--- src/hdl/fpra_params.svh ---
// Purpose: constants for the front panel reset, abort and lamp block
// Assumes: 10 MHz system clock
// Notes: times kept in their own units, cycle counts derived from them, except the local reset count given in cycles
`ifndef FPRA_PARAMS_SVH
`define FPRA_PARAMS_SVH
`define FPRA_CLK_HZ 10000000
`define FPRA_SYSRST_MS 200
`define FPRA_SYSRST_CYC (`FPRA_CLK_HZ / 1000 * `FPRA_SYSRST_MS)
`define FPRA_LOCRST_CYC 16
`define FPRA_DEB_US 5000
`define FPRA_DEB_CYC (`FPRA_CLK_HZ / 1000000 * `FPRA_DEB_US)
`define FPRA_BAUD 9600
`define FPRA_BAUD_DIV (`FPRA_CLK_HZ / (16 * `FPRA_BAUD))
`define FPRA_DATA_BITS 4'h8
`define FPRA_STOP_BITS 2'h1
`define FPRA_OFF_CTRL 8'h00
`define FPRA_OFF_STAT 8'h04
`define FPRA_OFF_SFMT 8'h08
`define FPRA_CTRL_EN 0
`define FPRA_CTRL_LVL_LO 1
`define FPRA_CTRL_LVL_HI 3
`define FPRA_CTRL_SYSRST 4
`define FPRA_CTRL_HOLD 5
`define FPRA_STAT_ABT 0
`define FPRA_STAT_PEND 1
`define FPRA_STAT_SYSCTL 2
`define FPRA_STAT_SYSACT 3
`define FPRA_STAT_LOCACT 4
`define FPRA_SFMT_DIV_HI 15
`define FPRA_SFMT_BITS_LO 16
`define FPRA_SFMT_STOP_LO 20
`define FPRA_SFMT_PARITY 22
`define FPRA_SFMT_SYNC 23
`define FPRA_SFMT_DTE 24
`define FPRA_PIN_WDOG 0
`define FPRA_PIN_VMERST 1
`define FPRA_PIN_SYSCTL 2
`define FPRA_PIN_BFAIL 3
`define FPRA_PIN_DBB 4
`define FPRA_PIN_GNT1 5
`define FPRA_PIN_GNT2 6
`define FPRA_PIN_CARRIER 7
`endif

--- src/hdl/fpra_pkg.sv ---
// Purpose: types shared by the front panel block
// Assumes: APB with 8-bit byte address and 32-bit data
// Notes: module state structs live in their own modules, not here
package fpra_pkg;
	typedef struct packed {
		logic psel;
		logic penable;
		logic pwrite;
		logic [7:0] paddr;
		logic [31:0] pwdata;
	} fpra_apb_req_t;
	typedef struct packed {
		logic pready;
		logic pslverr;
		logic [31:0] prdata;
	} fpra_apb_rsp_t;
	typedef struct packed {
		logic board_failure_lamp;
		logic cpu_lamp;
		logic slot_one_activity_lamp;
		logic slot_two_activity_lamp;
	} fpra_lamps_t;
	typedef enum logic [3:0] {
		FPRA_REG_CTRL = 4'h1,
		FPRA_REG_STAT = 4'h2,
		FPRA_REG_SFMT = 4'h4,
		FPRA_REG_NONE = 4'h8
	} fpra_reg_t;
endpackage

--- src/hdl/fpra_debounce.sv ---
// Purpose: two-flop synchroniser and stability filter for a push-button
// Assumes: raw is high while the button is pressed
// Notes: rise is one cycle wide, once per accepted press
`timescale 1ns/1ns
module fpra_debounce #(
	parameter int unsigned CYC = 50000
) (
	input wire logic sys_clk,
	input wire logic nrst,
	input wire logic raw,
	output logic level,
	output logic rise
);
	typedef struct packed {
		logic s1;
		logic s2;
		logic lvl;
		logic rise;
		logic [31:0] cnt;
	} fpra_deb_st_t;
	fpra_deb_st_t q_r, q_nxt;

	if (CYC < 1)
	begin : g_chk
		$error("fpra_debounce: CYC must be at least 1");
	end

	always_comb
	begin
		q_nxt = q_r;
		q_nxt.s1 = raw;
		q_nxt.s2 = q_r.s1;
		q_nxt.rise = 1'b0;
		if (q_r.s2 == q_r.lvl)
			q_nxt.cnt = '0;
		else if (q_r.cnt >= 32'(CYC - 1))
		begin
			q_nxt.cnt = '0;
			q_nxt.lvl = q_r.s2;
			q_nxt.rise = q_r.s2;
		end
		else
			q_nxt.cnt = q_r.cnt + 32'h1;
	end

	always_ff @(posedge sys_clk)
	begin
		if (!nrst)
			q_r <= '0;
		else
			q_r <= q_nxt;
	end

	assign level = q_r.lvl;
	assign rise = q_r.rise;
endmodule

--- src/hdl/fpra_reset_hold.sv ---
// Purpose: stretches a reset trigger to a least assertion time
// Assumes: trig is a level from logic on sys_clk
// Notes: active stays for CYC cycles after trig last seen
`timescale 1ns/1ns
module fpra_reset_hold #(
	parameter int unsigned CYC = 2000000
) (
	input wire logic sys_clk,
	input wire logic nrst,
	input wire logic trig,
	output logic active
);
	typedef struct packed {
		logic act;
		logic [31:0] cnt;
	} fpra_hold_st_t;
	fpra_hold_st_t q_r, q_nxt;

	if (CYC < 1)
	begin : g_chk
		$error("fpra_reset_hold: CYC must be at least 1");
	end

	always_comb
	begin
		q_nxt = q_r;
		// restart the hold on every trigger
		if (trig)
		begin
			q_nxt.act = 1'b1;
			q_nxt.cnt = 32'(CYC - 1);
		end
		else if (q_r.cnt != '0)
		begin
			q_nxt.act = 1'b1;
			q_nxt.cnt = q_r.cnt - 32'h1;
		end
		else
			q_nxt.act = 1'b0;
	end

	always_ff @(posedge sys_clk)
	begin
		if (!nrst)
			q_r <= '0;
		else
			q_r <= q_nxt;
	end

	assign active = q_r.act;
endmodule

--- src/hdl/fpra_top.sv ---
// Purpose: front panel abort interrupt, reset distribution and lamps
// Assumes: APB slave, one wait state; pins arrive asynchronously
// Notes: power-up reset is the release of nrst
//
// The APB interface to the registers and the register offsets were chosen for this implementation.
`timescale 1ns/1ns
`include "fpra_params.svh"
module fpra_top #(
	parameter int unsigned DEB_CYC = `FPRA_DEB_CYC,
	parameter int unsigned SYSRST_CYC = `FPRA_SYSRST_CYC,
	parameter int unsigned LOCRST_CYC = `FPRA_LOCRST_CYC
) (
	input wire logic sys_clk,
	input wire logic nrst,
	input fpra_pkg::fpra_apb_req_t apb_req,
	output fpra_pkg::fpra_apb_rsp_t apb_rsp,
	input wire logic abort_button_n,
	input wire logic reset_button_n,
	input wire logic watchdog_timeout,
	input wire logic vme_sysreset_in_n,
	input wire logic system_controller,
	input wire logic expansion_carrier,
	input wire logic board_failure_n,
	input wire logic processor_data_bus_busy_n,
	input wire logic pci_gnt1_n,
	input wire logic pci_gnt2_n,
	output logic abort_irq8_n,
	output logic [2:0] abort_irq_level,
	output logic processor_hard_reset_n,
	output logic board_reset_n,
	output logic vme_sysreset_out,
	output logic vme_sysreset_oe,
	output fpra_pkg::fpra_lamps_t lamps,
	output logic [15:0] serial_baud_div
);
	import fpra_pkg::*;

	typedef struct packed {
		logic [7:0] s1;
		logic [7:0] s2;
		logic por;
		logic irq_en;
		logic [2:0] irq_lvl;
		logic hold;
		logic sys_req;
		logic pend;
		logic [15:0] baud;
		fpra_apb_rsp_t rsp;
		logic irq_n;
		logic hrst_n;
		logic brd_n;
		logic sys_oe;
		fpra_lamps_t lamps;
	} fpra_top_st_t;

	localparam fpra_top_st_t RST_ST = '{
		s1: 8'h00, s2: 8'h00, por: 1'b1, irq_en: 1'b0, irq_lvl: 3'h0,
		hold: 1'b0, sys_req: 1'b0, pend: 1'b0,
		baud: 16'(`FPRA_BAUD_DIV), rsp: '0, irq_n: 1'b1, hrst_n: 1'b0,
		brd_n: 1'b0, sys_oe: 1'b0, lamps: '0};

	fpra_top_st_t q_r, q_nxt, rst_ld;
	logic abt_lvl, abt_rise, rst_lvl, rst_rise;
	logic sys_act, loc_act;
	logic sys_trig, loc_trig, in_reset;

	if (SYSRST_CYC < 1 || LOCRST_CYC < 1 || DEB_CYC < 1)
	begin : g_chk
		$error("fpra_top: hold and filter counts must be at least 1");
	end

	function automatic fpra_reg_t decode(input logic [7:0] a);
		unique case (a)
			`FPRA_OFF_CTRL: decode = FPRA_REG_CTRL;
			`FPRA_OFF_STAT: decode = FPRA_REG_STAT;
			`FPRA_OFF_SFMT: decode = FPRA_REG_SFMT;
			default: decode = FPRA_REG_NONE;
		endcase
	endfunction

	fpra_debounce #(.CYC(DEB_CYC)) u_abt (
		.sys_clk(sys_clk),
		.nrst(nrst),
		.raw(!abort_button_n),
		.level(abt_lvl),
		.rise(abt_rise)
	);
	fpra_debounce #(.CYC(DEB_CYC)) u_rst (
		.sys_clk(sys_clk),
		.nrst(nrst),
		.raw(!reset_button_n),
		.level(rst_lvl),
		.rise(rst_rise)
	);

	fpra_reset_hold #(.CYC(SYSRST_CYC)) u_sys (
		.sys_clk(sys_clk),
		.nrst(nrst),
		.trig(sys_trig),
		.active(sys_act)
	);
	fpra_reset_hold #(.CYC(LOCRST_CYC)) u_loc (
		.sys_clk(sys_clk),
		.nrst(nrst),
		.trig(loc_trig),
		.active(loc_act)
	);

	always_comb
	begin
		sys_trig = q_r.s2[`FPRA_PIN_SYSCTL] & (rst_lvl | q_r.por
			| q_r.s2[`FPRA_PIN_WDOG] | q_r.sys_req);
		loc_trig = rst_lvl | q_r.por | q_r.s2[`FPRA_PIN_WDOG]
			| !q_r.s2[`FPRA_PIN_VMERST] | q_r.sys_req;
		in_reset = loc_act | q_r.hold;
	end

	always_comb
	begin
		q_nxt = q_r;
		q_nxt.s1 = {expansion_carrier, pci_gnt2_n, pci_gnt1_n,
			processor_data_bus_busy_n, board_failure_n, system_controller,
			vme_sysreset_in_n, watchdog_timeout};
		q_nxt.s2 = q_r.s1;
		q_nxt.por = 1'b0;
		q_nxt.sys_req = 1'b0;

		// APB: pready one cycle into the access phase
		if (apb_req.psel && apb_req.penable && !q_r.rsp.pready)
		begin
			q_nxt.rsp.pready = 1'b1;
			q_nxt.rsp.pslverr = 1'b0;
			q_nxt.rsp.prdata = '0;
			unique case (decode(apb_req.paddr))
				FPRA_REG_CTRL:
				begin
					q_nxt.rsp.prdata[`FPRA_CTRL_EN] = q_r.irq_en;
					q_nxt.rsp.prdata[`FPRA_CTRL_LVL_HI:`FPRA_CTRL_LVL_LO] =
						q_r.irq_lvl;
					q_nxt.rsp.prdata[`FPRA_CTRL_HOLD] = q_r.hold;
				end
				FPRA_REG_STAT:
				begin
					q_nxt.rsp.prdata[`FPRA_STAT_ABT] = abt_lvl;
					q_nxt.rsp.prdata[`FPRA_STAT_PEND] = q_r.pend;
					q_nxt.rsp.prdata[`FPRA_STAT_SYSCTL] =
						q_r.s2[`FPRA_PIN_SYSCTL];
					q_nxt.rsp.prdata[`FPRA_STAT_SYSACT] = sys_act;
					q_nxt.rsp.prdata[`FPRA_STAT_LOCACT] = loc_act;
				end
				FPRA_REG_SFMT:
				begin
					q_nxt.rsp.prdata[`FPRA_SFMT_DIV_HI:0] = q_r.baud;
					q_nxt.rsp.prdata[`FPRA_SFMT_BITS_LO +: 4] =
						`FPRA_DATA_BITS;
					q_nxt.rsp.prdata[`FPRA_SFMT_STOP_LO +: 2] =
						`FPRA_STOP_BITS;
					q_nxt.rsp.prdata[`FPRA_SFMT_PARITY] = 1'b0;
					q_nxt.rsp.prdata[`FPRA_SFMT_SYNC] = 1'b0;
					q_nxt.rsp.prdata[`FPRA_SFMT_DTE] = 1'b1;
				end
				FPRA_REG_NONE: q_nxt.rsp.pslverr = 1'b1;
			endcase
		end
		else if (q_r.rsp.pready)
		begin
			q_nxt.rsp.pready = 1'b0;
			q_nxt.rsp.pslverr = 1'b0;
			// Writes land on the edge that completes the transfer
			if (apb_req.psel && apb_req.penable && apb_req.pwrite)
			begin
				unique case (decode(apb_req.paddr))
					FPRA_REG_CTRL:
					begin
						q_nxt.irq_en = apb_req.pwdata[`FPRA_CTRL_EN];
						q_nxt.irq_lvl = apb_req.pwdata[
							`FPRA_CTRL_LVL_HI:`FPRA_CTRL_LVL_LO];
						q_nxt.hold = apb_req.pwdata[`FPRA_CTRL_HOLD];
						q_nxt.sys_req = apb_req.pwdata[`FPRA_CTRL_SYSRST];
					end
					FPRA_REG_STAT:
						if (apb_req.pwdata[`FPRA_STAT_PEND])
							q_nxt.pend = 1'b0;
					FPRA_REG_SFMT:
						q_nxt.baud = apb_req.pwdata[`FPRA_SFMT_DIV_HI:0];
					FPRA_REG_NONE: ;
				endcase
			end
		end

		// edge sets pending; set beats clear
		if (abt_rise && q_r.irq_en)
			q_nxt.pend = 1'b1;
		q_nxt.irq_n = !(q_r.pend && q_r.irq_en);
		q_nxt.hrst_n = !in_reset;
		q_nxt.brd_n = !in_reset;
		// drive only while stretched controller reset runs
		q_nxt.sys_oe = sys_act;
		q_nxt.lamps.board_failure_lamp = !q_r.s2[`FPRA_PIN_BFAIL];
		q_nxt.lamps.cpu_lamp = !q_r.s2[`FPRA_PIN_DBB];
		q_nxt.lamps.slot_one_activity_lamp = !q_r.s2[`FPRA_PIN_GNT1]
			| (q_r.s2[`FPRA_PIN_CARRIER] & in_reset);
		q_nxt.lamps.slot_two_activity_lamp = !q_r.s2[`FPRA_PIN_GNT2]
			| (q_r.s2[`FPRA_PIN_CARRIER] & in_reset);

		// Synchronisers run through reset, so the strap is settled
		// by the power-up cycle and the controller reset can follow
		rst_ld = RST_ST;
		rst_ld.s1 = q_nxt.s1;
		rst_ld.s2 = q_nxt.s2;
	end

	always_ff @(posedge sys_clk)
	begin
		if (!nrst)
			q_r <= rst_ld;
		else
			q_r <= q_nxt;
	end

	assign apb_rsp = q_r.rsp;
	assign abort_irq8_n = q_r.irq_n;
	assign abort_irq_level = q_r.irq_lvl;
	assign processor_hard_reset_n = q_r.hrst_n;
	assign board_reset_n = q_r.brd_n;
	// Open drain: only ever pulls low
	assign vme_sysreset_out = 1'b0;
	assign vme_sysreset_oe = q_r.sys_oe;
	assign lamps = q_r.lamps;
	assign serial_baud_div = q_r.baud;

	logic [31:0] oe_run_r;
	always_ff @(posedge sys_clk)
	begin
		if (!nrst)
			oe_run_r <= '0;
		else if (q_r.sys_oe)
			oe_run_r <= oe_run_r + 32'h1;
		else
			oe_run_r <= '0;
	end
endmodule

--- config.mk ---
export PLATFORM = sky130hd
export DESIGN_NAME = fpra_top
export DESIGN_NICKNAME = d
export VERILOG_FILES = /design/src/hdl/fpra_pkg.sv /design/src/hdl/fpra_debounce.sv /design/src/hdl/fpra_reset_hold.sv /design/src/hdl/fpra_top.sv
export VERILOG_INCLUDE_DIRS = /design/src /design/src/hdl
export SDC_FILE = /design/constraint.sdc
export NUM_CORES = 1
export LEC_CHECK = 0
export ABC_AREA = 1
export BUFFER_PORTS_ARGS = -buffer_cell sky130_fd_sc_hd__buf_2
export CAP_MARGIN = 10
export CORE_MARGIN = 2
export CORE_UTILIZATION = 45
export DETAILED_ROUTE_END_ITERATION = 16
export GPL_TIMING_DRIVEN = 0
export PLACE_DENSITY_LB_ADDON = 0.08
export SYNTH_ARGS = -nofsm -noshare
export SYNTH_HDL_FRONTEND = slang
export SYNTH_SLANG_ARGS = --single-unit
--- constraint.sdc ---
create_clock -name sys_clk -period 1.7 [get_ports sys_clk]
set_input_delay 0.255 -clock sys_clk [delete_from_list [all_inputs] [get_ports sys_clk]]
set_output_delay 0.255 -clock sys_clk [all_outputs]
set_load 0.01 [all_outputs]
=== After elaboration in Yosys (flattened, before gate mapping) ===
Index checks and enable logic that the tools add are counted.
W data, S select, Z words.

* Register bits after elaboration: 211
* Word-level logic and storage cells: 133
* Input bits: 55
* Output and inout port bits: 62

* Multiplexer cells: 27
* Equality and inequality tests: 12
* $lt $le $gt $ge: 2
* Reduce and logical (&&, ||, !) cells: 36
* Add/sub/neg operators: 4
* Bitwise operators: 18

{| class="wikitable"
|+ Operator list
! operator !! number
|-
| $mux W33 || 2
|-
| $mux W66 || 1
|-
| $add A32 B1 Y32 const B || 2
|-
| $ge A32 B16 Y1 const B || 2
|-
| $mux W32 || 2
|-
| $reduce_bool A32 Y1 || 2
|-
| $sub A32 B1 Y32 const B || 2
|-
| $mux W25 || 2
|-
| $mux W23 || 2
|-
| $pmux W4 S3 || 2
|-
| $mux W19 || 1
|-
| $mux W16 || 1
|-
| $mux W4 || 4
|-
| $reduce_bool A2 Y1 || 7
|-
| $logic_not A1 Y1 || 10
|-
| $reduce_or A3 Y1 || 3
|-
| $eq A4 B1 Y1 const B || 2
|-
| $eq A4 B2 Y1 const B || 2
|-
| $eq A4 B3 Y1 const B || 2
|-
| $eq A8 B3 Y1 const B || 1
|-
| $eq A8 B4 Y1 const B || 1
|-
| $logic_not A8 Y1 || 1
|-
| $not A1 Y1 || 8
|-
| $or A1 B1 Y1 || 8
|-
| 14 further kinds || 29
|}

=== Logic depth before layout (Yosys ltp) ===
* Depth in word-level cells: 12
* Depth in mapped cells: 11
* Depth with buffers taken out: 11

=== Cells and area by module ===
Synthesis repeated with hierarchy kept, for this count alone.

* Cell total of the unflattened synthesis: 1294
* Area total of the unflattened synthesis: 9460.3 sq um

{| class="wikitable"
|+ By module, submodules not included
! module !! area an instance (sq um) !! cells an instance !! instances !! seq. area each (sq um)
|-
| fpra_top || 2670.1 || 328 || 1 || 1321.3
|-
| fpra_debounce || 1297.5 || 154 || 2 || 720.7
|-
| fpra_reset_hold at u_sys || 2214.6 || 332 || 1 || 660.6
|-
| fpra_reset_hold at u_loc || 1980.6 || 326 || 1 || 660.6
|}

=== Worst setup path after synthesis ===
Ideal clock, no wire load.

* Path type: reg2reg
* From: reg u_loc.q_r[0] (netlist bit)
* To: reg u_loc.q_r[10] (netlist bit)
* Stages on the path, launching flop included: 8
* Data arrival time: 1.391 ns
* Clock period less this slack: 1.470 ns
* Path slack: 0.230 ns
* Setup time: 0.079 ns
* Cell sequence: dfxtp_1 > inv_1 > ha_1 > nand2_2 > nor2_4 > nand2_1 > or2_0 > a211oi_2

* Cells in the longest elaborated chain, start to end: 1
* Elaborated cells between the ends (all ways): 2

{| class="wikitable"
|+ Ends and longest elaborated chain
! element !! RTL line !! text
|-
| start, declared || fpra_reset_hold.sv:17 || <nowiki>fpra_hold_st_t q_r, q_nxt;</nowiki>
|-
| start signal, assigned || fpra_reset_hold.sv:47 || <nowiki>q_r <= q_nxt;</nowiki>
|-
| $sub A32 B1 Y32 / $reduce_bool A32 Y1 (equally long branches) || fpra_reset_hold.sv:36, fpra_reset_hold.sv:33 ||
|}

Parallel ways exist; a longest one is shown, timed or not.
A chain may end at the register's enable or synchronous reset.

=== Worst setup path in the final report ===
* From: reg u_loc.q_r[10] (netlist bit)
* To: reg u_loc.q_r[21] (netlist bit)

Same word-level chain as after synthesis.

==> out/qor.csv <==
stage,metric,value,unit
setup_path,WS Path Type,register to register,
synth,Most used DFF post-synth,dfxtp_1,
sta,minimum clock period,1603,ps
synth,synthesized area,8778,um^2
synth,async set-reset flop share out of synthesis,0,%
hold_path,Worst Hold Launch,apb_req[4],
synth,XOR/XNOR Fraction of Synth Area,5.787,%
routing,final wirelength,20350,um
global_route,GRT met1 Usage,26.99,%
synth,simple logic cell fraction of the synthesized area,30.46,%
hold_path,Hold Crit Depth,3,
setup_path,CP max-delay cell,dfxtp_1,
pwr,PD cells,989.2,nW/um^2
routing,Via density,4.668,
setup_path,CP Cell Sequence,"nor2_2, nand2_1, nor2_2, nand4_2, nor2_4, inv_2, buf_6, nand2_1, nor2_1",
setup_path,Critical Path AT,1990,ps
global_route,grt peak-use layer,met2,
floorplan,Die W,143.7,um
global_route,first-pass GRT wire length,33580,um
hold_path,Hold Crit Class,input port to register,
setup_path,Worst Setup SP,u_loc.q_r[10],
pwr,clock power share,46.2,%
floorplan,Std-Cell Rows,51,
sta,Final Hold Vio Count,0,
finish,"Net count, final",1393,
routing,initial detailed-routing violation count,360,
global_route,vias in the first global route,7048,
pwr,Sw Ratio,23.40,%
finish,fin util,56.92,%
cts,clock-pin slew on the worst setup and hold paths,60,ps
floorplan,core area,19270,um^2
sta,Slew @ Worst Pin,664.5,ps
synth,largest family of logic cells by synthesized area,simple AND/OR/NAND/NOR gates,
synth,area share of fa/ha/maj cells after synthesis,0.8552,%
sta,fin crit share,94.30,%
pwr,Max VDD drop,0.0008192,V
finish,n_diodes,0,
pwr,Pwr Total,10850,uW
setup_path,worst reg2reg path depth,9,
pwr,Psw,2539,uW
sta,Pins Over Slew Limit,0,
pwr,leakage,0.004827,uW
routing,Routed wire per std cell,12.62,um
setup_path,critical path startpoint category,register,
synth,multiplexer share of the synthesized area,0,%
pwr,Seq pwr share,45.8,%
cts,CTS H-tree lvls,1,
synth,number of synthesized flops with an enable pin,0,
setup_path,Crit path largest cell delay,350,ps
synth,library cells used by synthesis,50,
floorplan,Die ar.,20640,um^2
synth,sequential cell area fraction in the yosys report,46.29,%
finish,Area growth syn-to-layout,24.96,%
cts,worst skew pair latency,510,ps
global_route,initial antenna violation count,1,
cts,number of buffers created by CTS,23,
global_route,GRT overflow,0,
pwr,Int Power,8312,uW
global_route,largest net degree at the start of global routing,14,
setup_path,worst reg2reg endpoint,u_loc.q_r[21],
sta,"Setup violations, final",0,
floorplan,I/O pin total,117,
synth,Syn Inst Count,1145,
global_route,grt met2 use,33.21,%
cts,clock tree sinks,203,
finish,layout cell share with drive strength beyond 1,20.85,%
pwr,logic gate share of total power,8.0,%
floorplan,Die H,143.7,um
job,Max Cap Violations,0,
cts,Clock Path Buffers,3,
setup_path,CP Data Required Time,2080,ps
finish,cell area after layout,10970,um^2
sta,clk_skew,10.15,ps
synth,Yosys reg bits,203,
synth,post-synthesis compound-gate area fraction,6.599,%
placed_design,Post-DP Area,9709,um^2
setup_path,Setup crit end kind,register,
sta,unrepaired setup endpoints after global routing,true,
synth,Synth Warn #,0,
global_route,M3 GR Usage,3.166,%
global_route,GRT Total Usage,19.93,%
placed_design,HPWL after DPL,15000,um
setup_path,Crit Path Max Fanout,10,
sta,Max-slew headroom,55.70,%
cts,CTS root buffer,clkbuf_16,
sta,Fmax,623.8,MHz
placed_design,Port Buffers,86,
sta,WHS,20.48,ps
routing,DR DRC count,0,
floorplan,Initial Utilization,45.55,%
hold_path,Hold Crit Endpoint,q_r[59],
routing,Via Count,7529,
setup_path,Reg-to-Reg Start,u_loc.q_r[10],
cts,CTS tree,yes,
routing,number of detailed-route iterations in the first pass,5,
setup_path,R2R Setup Slk,100,ps
placed_design,gp weighted congestion,0.8883,
routing,Final ANT Viol Nets,0,
synth,Avg Synthesized Cell Area,7.667,um^2
run_status,status,"finished, final reports clean",
## power groups by stage
stage	clock network, uW	registers, uW	logic [uW]
final	5010	4970	866
after global routing	5330	4980	982
after CTS	5150	4970	836
after detailed placement	0	5070	786
after global placement	0	5070	779
after floorplan	0	5050	574
## how the worst max path moves through the flow
stage               cells after the start            end  slack, ps
CTS                                     9   u_loc.q_r[0]        -10
detailed placement                      8  u_loc.q_r[26]       -100
global route                            9  u_sys.q_r[24]        -20
floorplan                               7  u_loc.q_r[10]        230
finish                                  9  u_loc.q_r[21]        100
global placement                        7  u_sys.q_r[30]        -60
## worst max-delay path: cells and delay by family, from the launching register on
family | cells | cell delay [ps]
simple gates | 7 | 900
flops | 1 | 350
buf+inv | 2 | 220
## layout make-up
cell class,instances,area [um^2]
clock buffers,31,675.6
clock inverters,10,108.9
fillers,1896,8302
flip-flops and latches,203,4068
repair buffers,117,728.2
multi-input cells,822,4155
well taps,265,331.6
plain buffers,80,576.8
inverters,85,325.3
## logic make-up after synthesis
family	Yosys count
simple gates	611
flops	203
buf+inv	165
compound gates	101
xor+xnor	58
fa+ha+maj	6
other cells	1
## per-stage QoR
| step | setup TNS [ps] | worst slack (ps) | std cells |
|---|---|---|---|
| 2_1_floorplan | 0 | 229.8 | 1190 |
| 3_3_place_gp | -599.8 | -61.59 | 1541 |
| 3_5_place_dp | -1142 | -102.4 | 1541 |
| 4_1_cts | -16.24 | -12.14 | 1605 |
| 5_1_grt | -98.89 | -24.47 | 1613 |
| 6_report | 0 | 96.95 | 1613 |
## synth_stat cells (all sizes together) (2+ instances only)
cell type	number	share of area, %
a211oi	6	0.57
a21oi	50	2.9
a22o	2	0.20
and3	2	0.14
buf	69	5.8
clkbuf	11	0.47
clkinv	2	0.086
dfxtp	203	46
ha	6	0.86
inv	83	3.6
nand2	211	9.2
nand3	56	3.2
nand3b	7	0.60
nand4	32	2.5
nor2	257	12
nor3	34	2.1
nor3b	2	0.17
o211ai	4	0.34
o21ai	29	1.7
o21bai	4	0.34
or2	8	0.57
xnor2	27	2.7
xor2	31	3.1
## cell usage in the layout (no fill, tap or decap), types with 3 or more instances in the layout
cell           synthesis  routed
clkinv_2               0       5
clkinvlp_4             0       3
nor2_4                 4      11
a211oi_1               5       5
o21ai_1                7       7
inv_2                  8      10
conb_1                 1      46
dlygate4sd3_1          0      22
nor3_1                32      32
dfxtp_1              203     200
nand3_1               56      51
o211ai_1               4       4
nand2_2                2       7
xor2_1                31      31
nand3_2                0       5
dfxtp_2                0       3
buf_2                  4      88
xnor2_1               27      27
o21ai_0               21      21
nor2_2                12      19
inv_1                 74      72
clkbuf_16              0      23
nand3b_1               7       7
buf_4                 60      68
nand2_1              208     203
clkbuf_1              11      10
clkbuf_8               0       7
nor2_1               240     226
o21bai_1               4       4
buf_6                  3       6
nand4_1               29      29
or2_2                  5       5
a21oi_1               50      50
## state kept, by name (all words and copies together) (netlist names), 3 cells and up
| name | count |
|---|---|
| u_loc.q_r | 32 |
| serial_baud_div | 16 |
| abort_irq_level | 3 |
| u_rst.q_r | 33 |
| lamps | 4 |
| u_abt.q_r | 33 |
| q_nxt | 8 |
| q_r | 13 |
| apb_rsp | 19 |
| u_sys.q_r | 32 |
## per-layer routing
layer,wire (um),vias to the layer above
met5,0,-
met4,499,0
met3,941,34
met2,9405,153
met1,9502,3398
li1,-,3944
## what timing repair did
item / CTS / global route
pin swaps: 1 / 5
endpoints found under the setup margin: 30 / 85
gates cloned: 0 / 1
gates resized for setup: 7 / 51
hold buffers: 22 / 0
hold endpoints to repair: 22 / 0
buffers inserted: 1 / 7
Power figures use the tool's default switching activity.
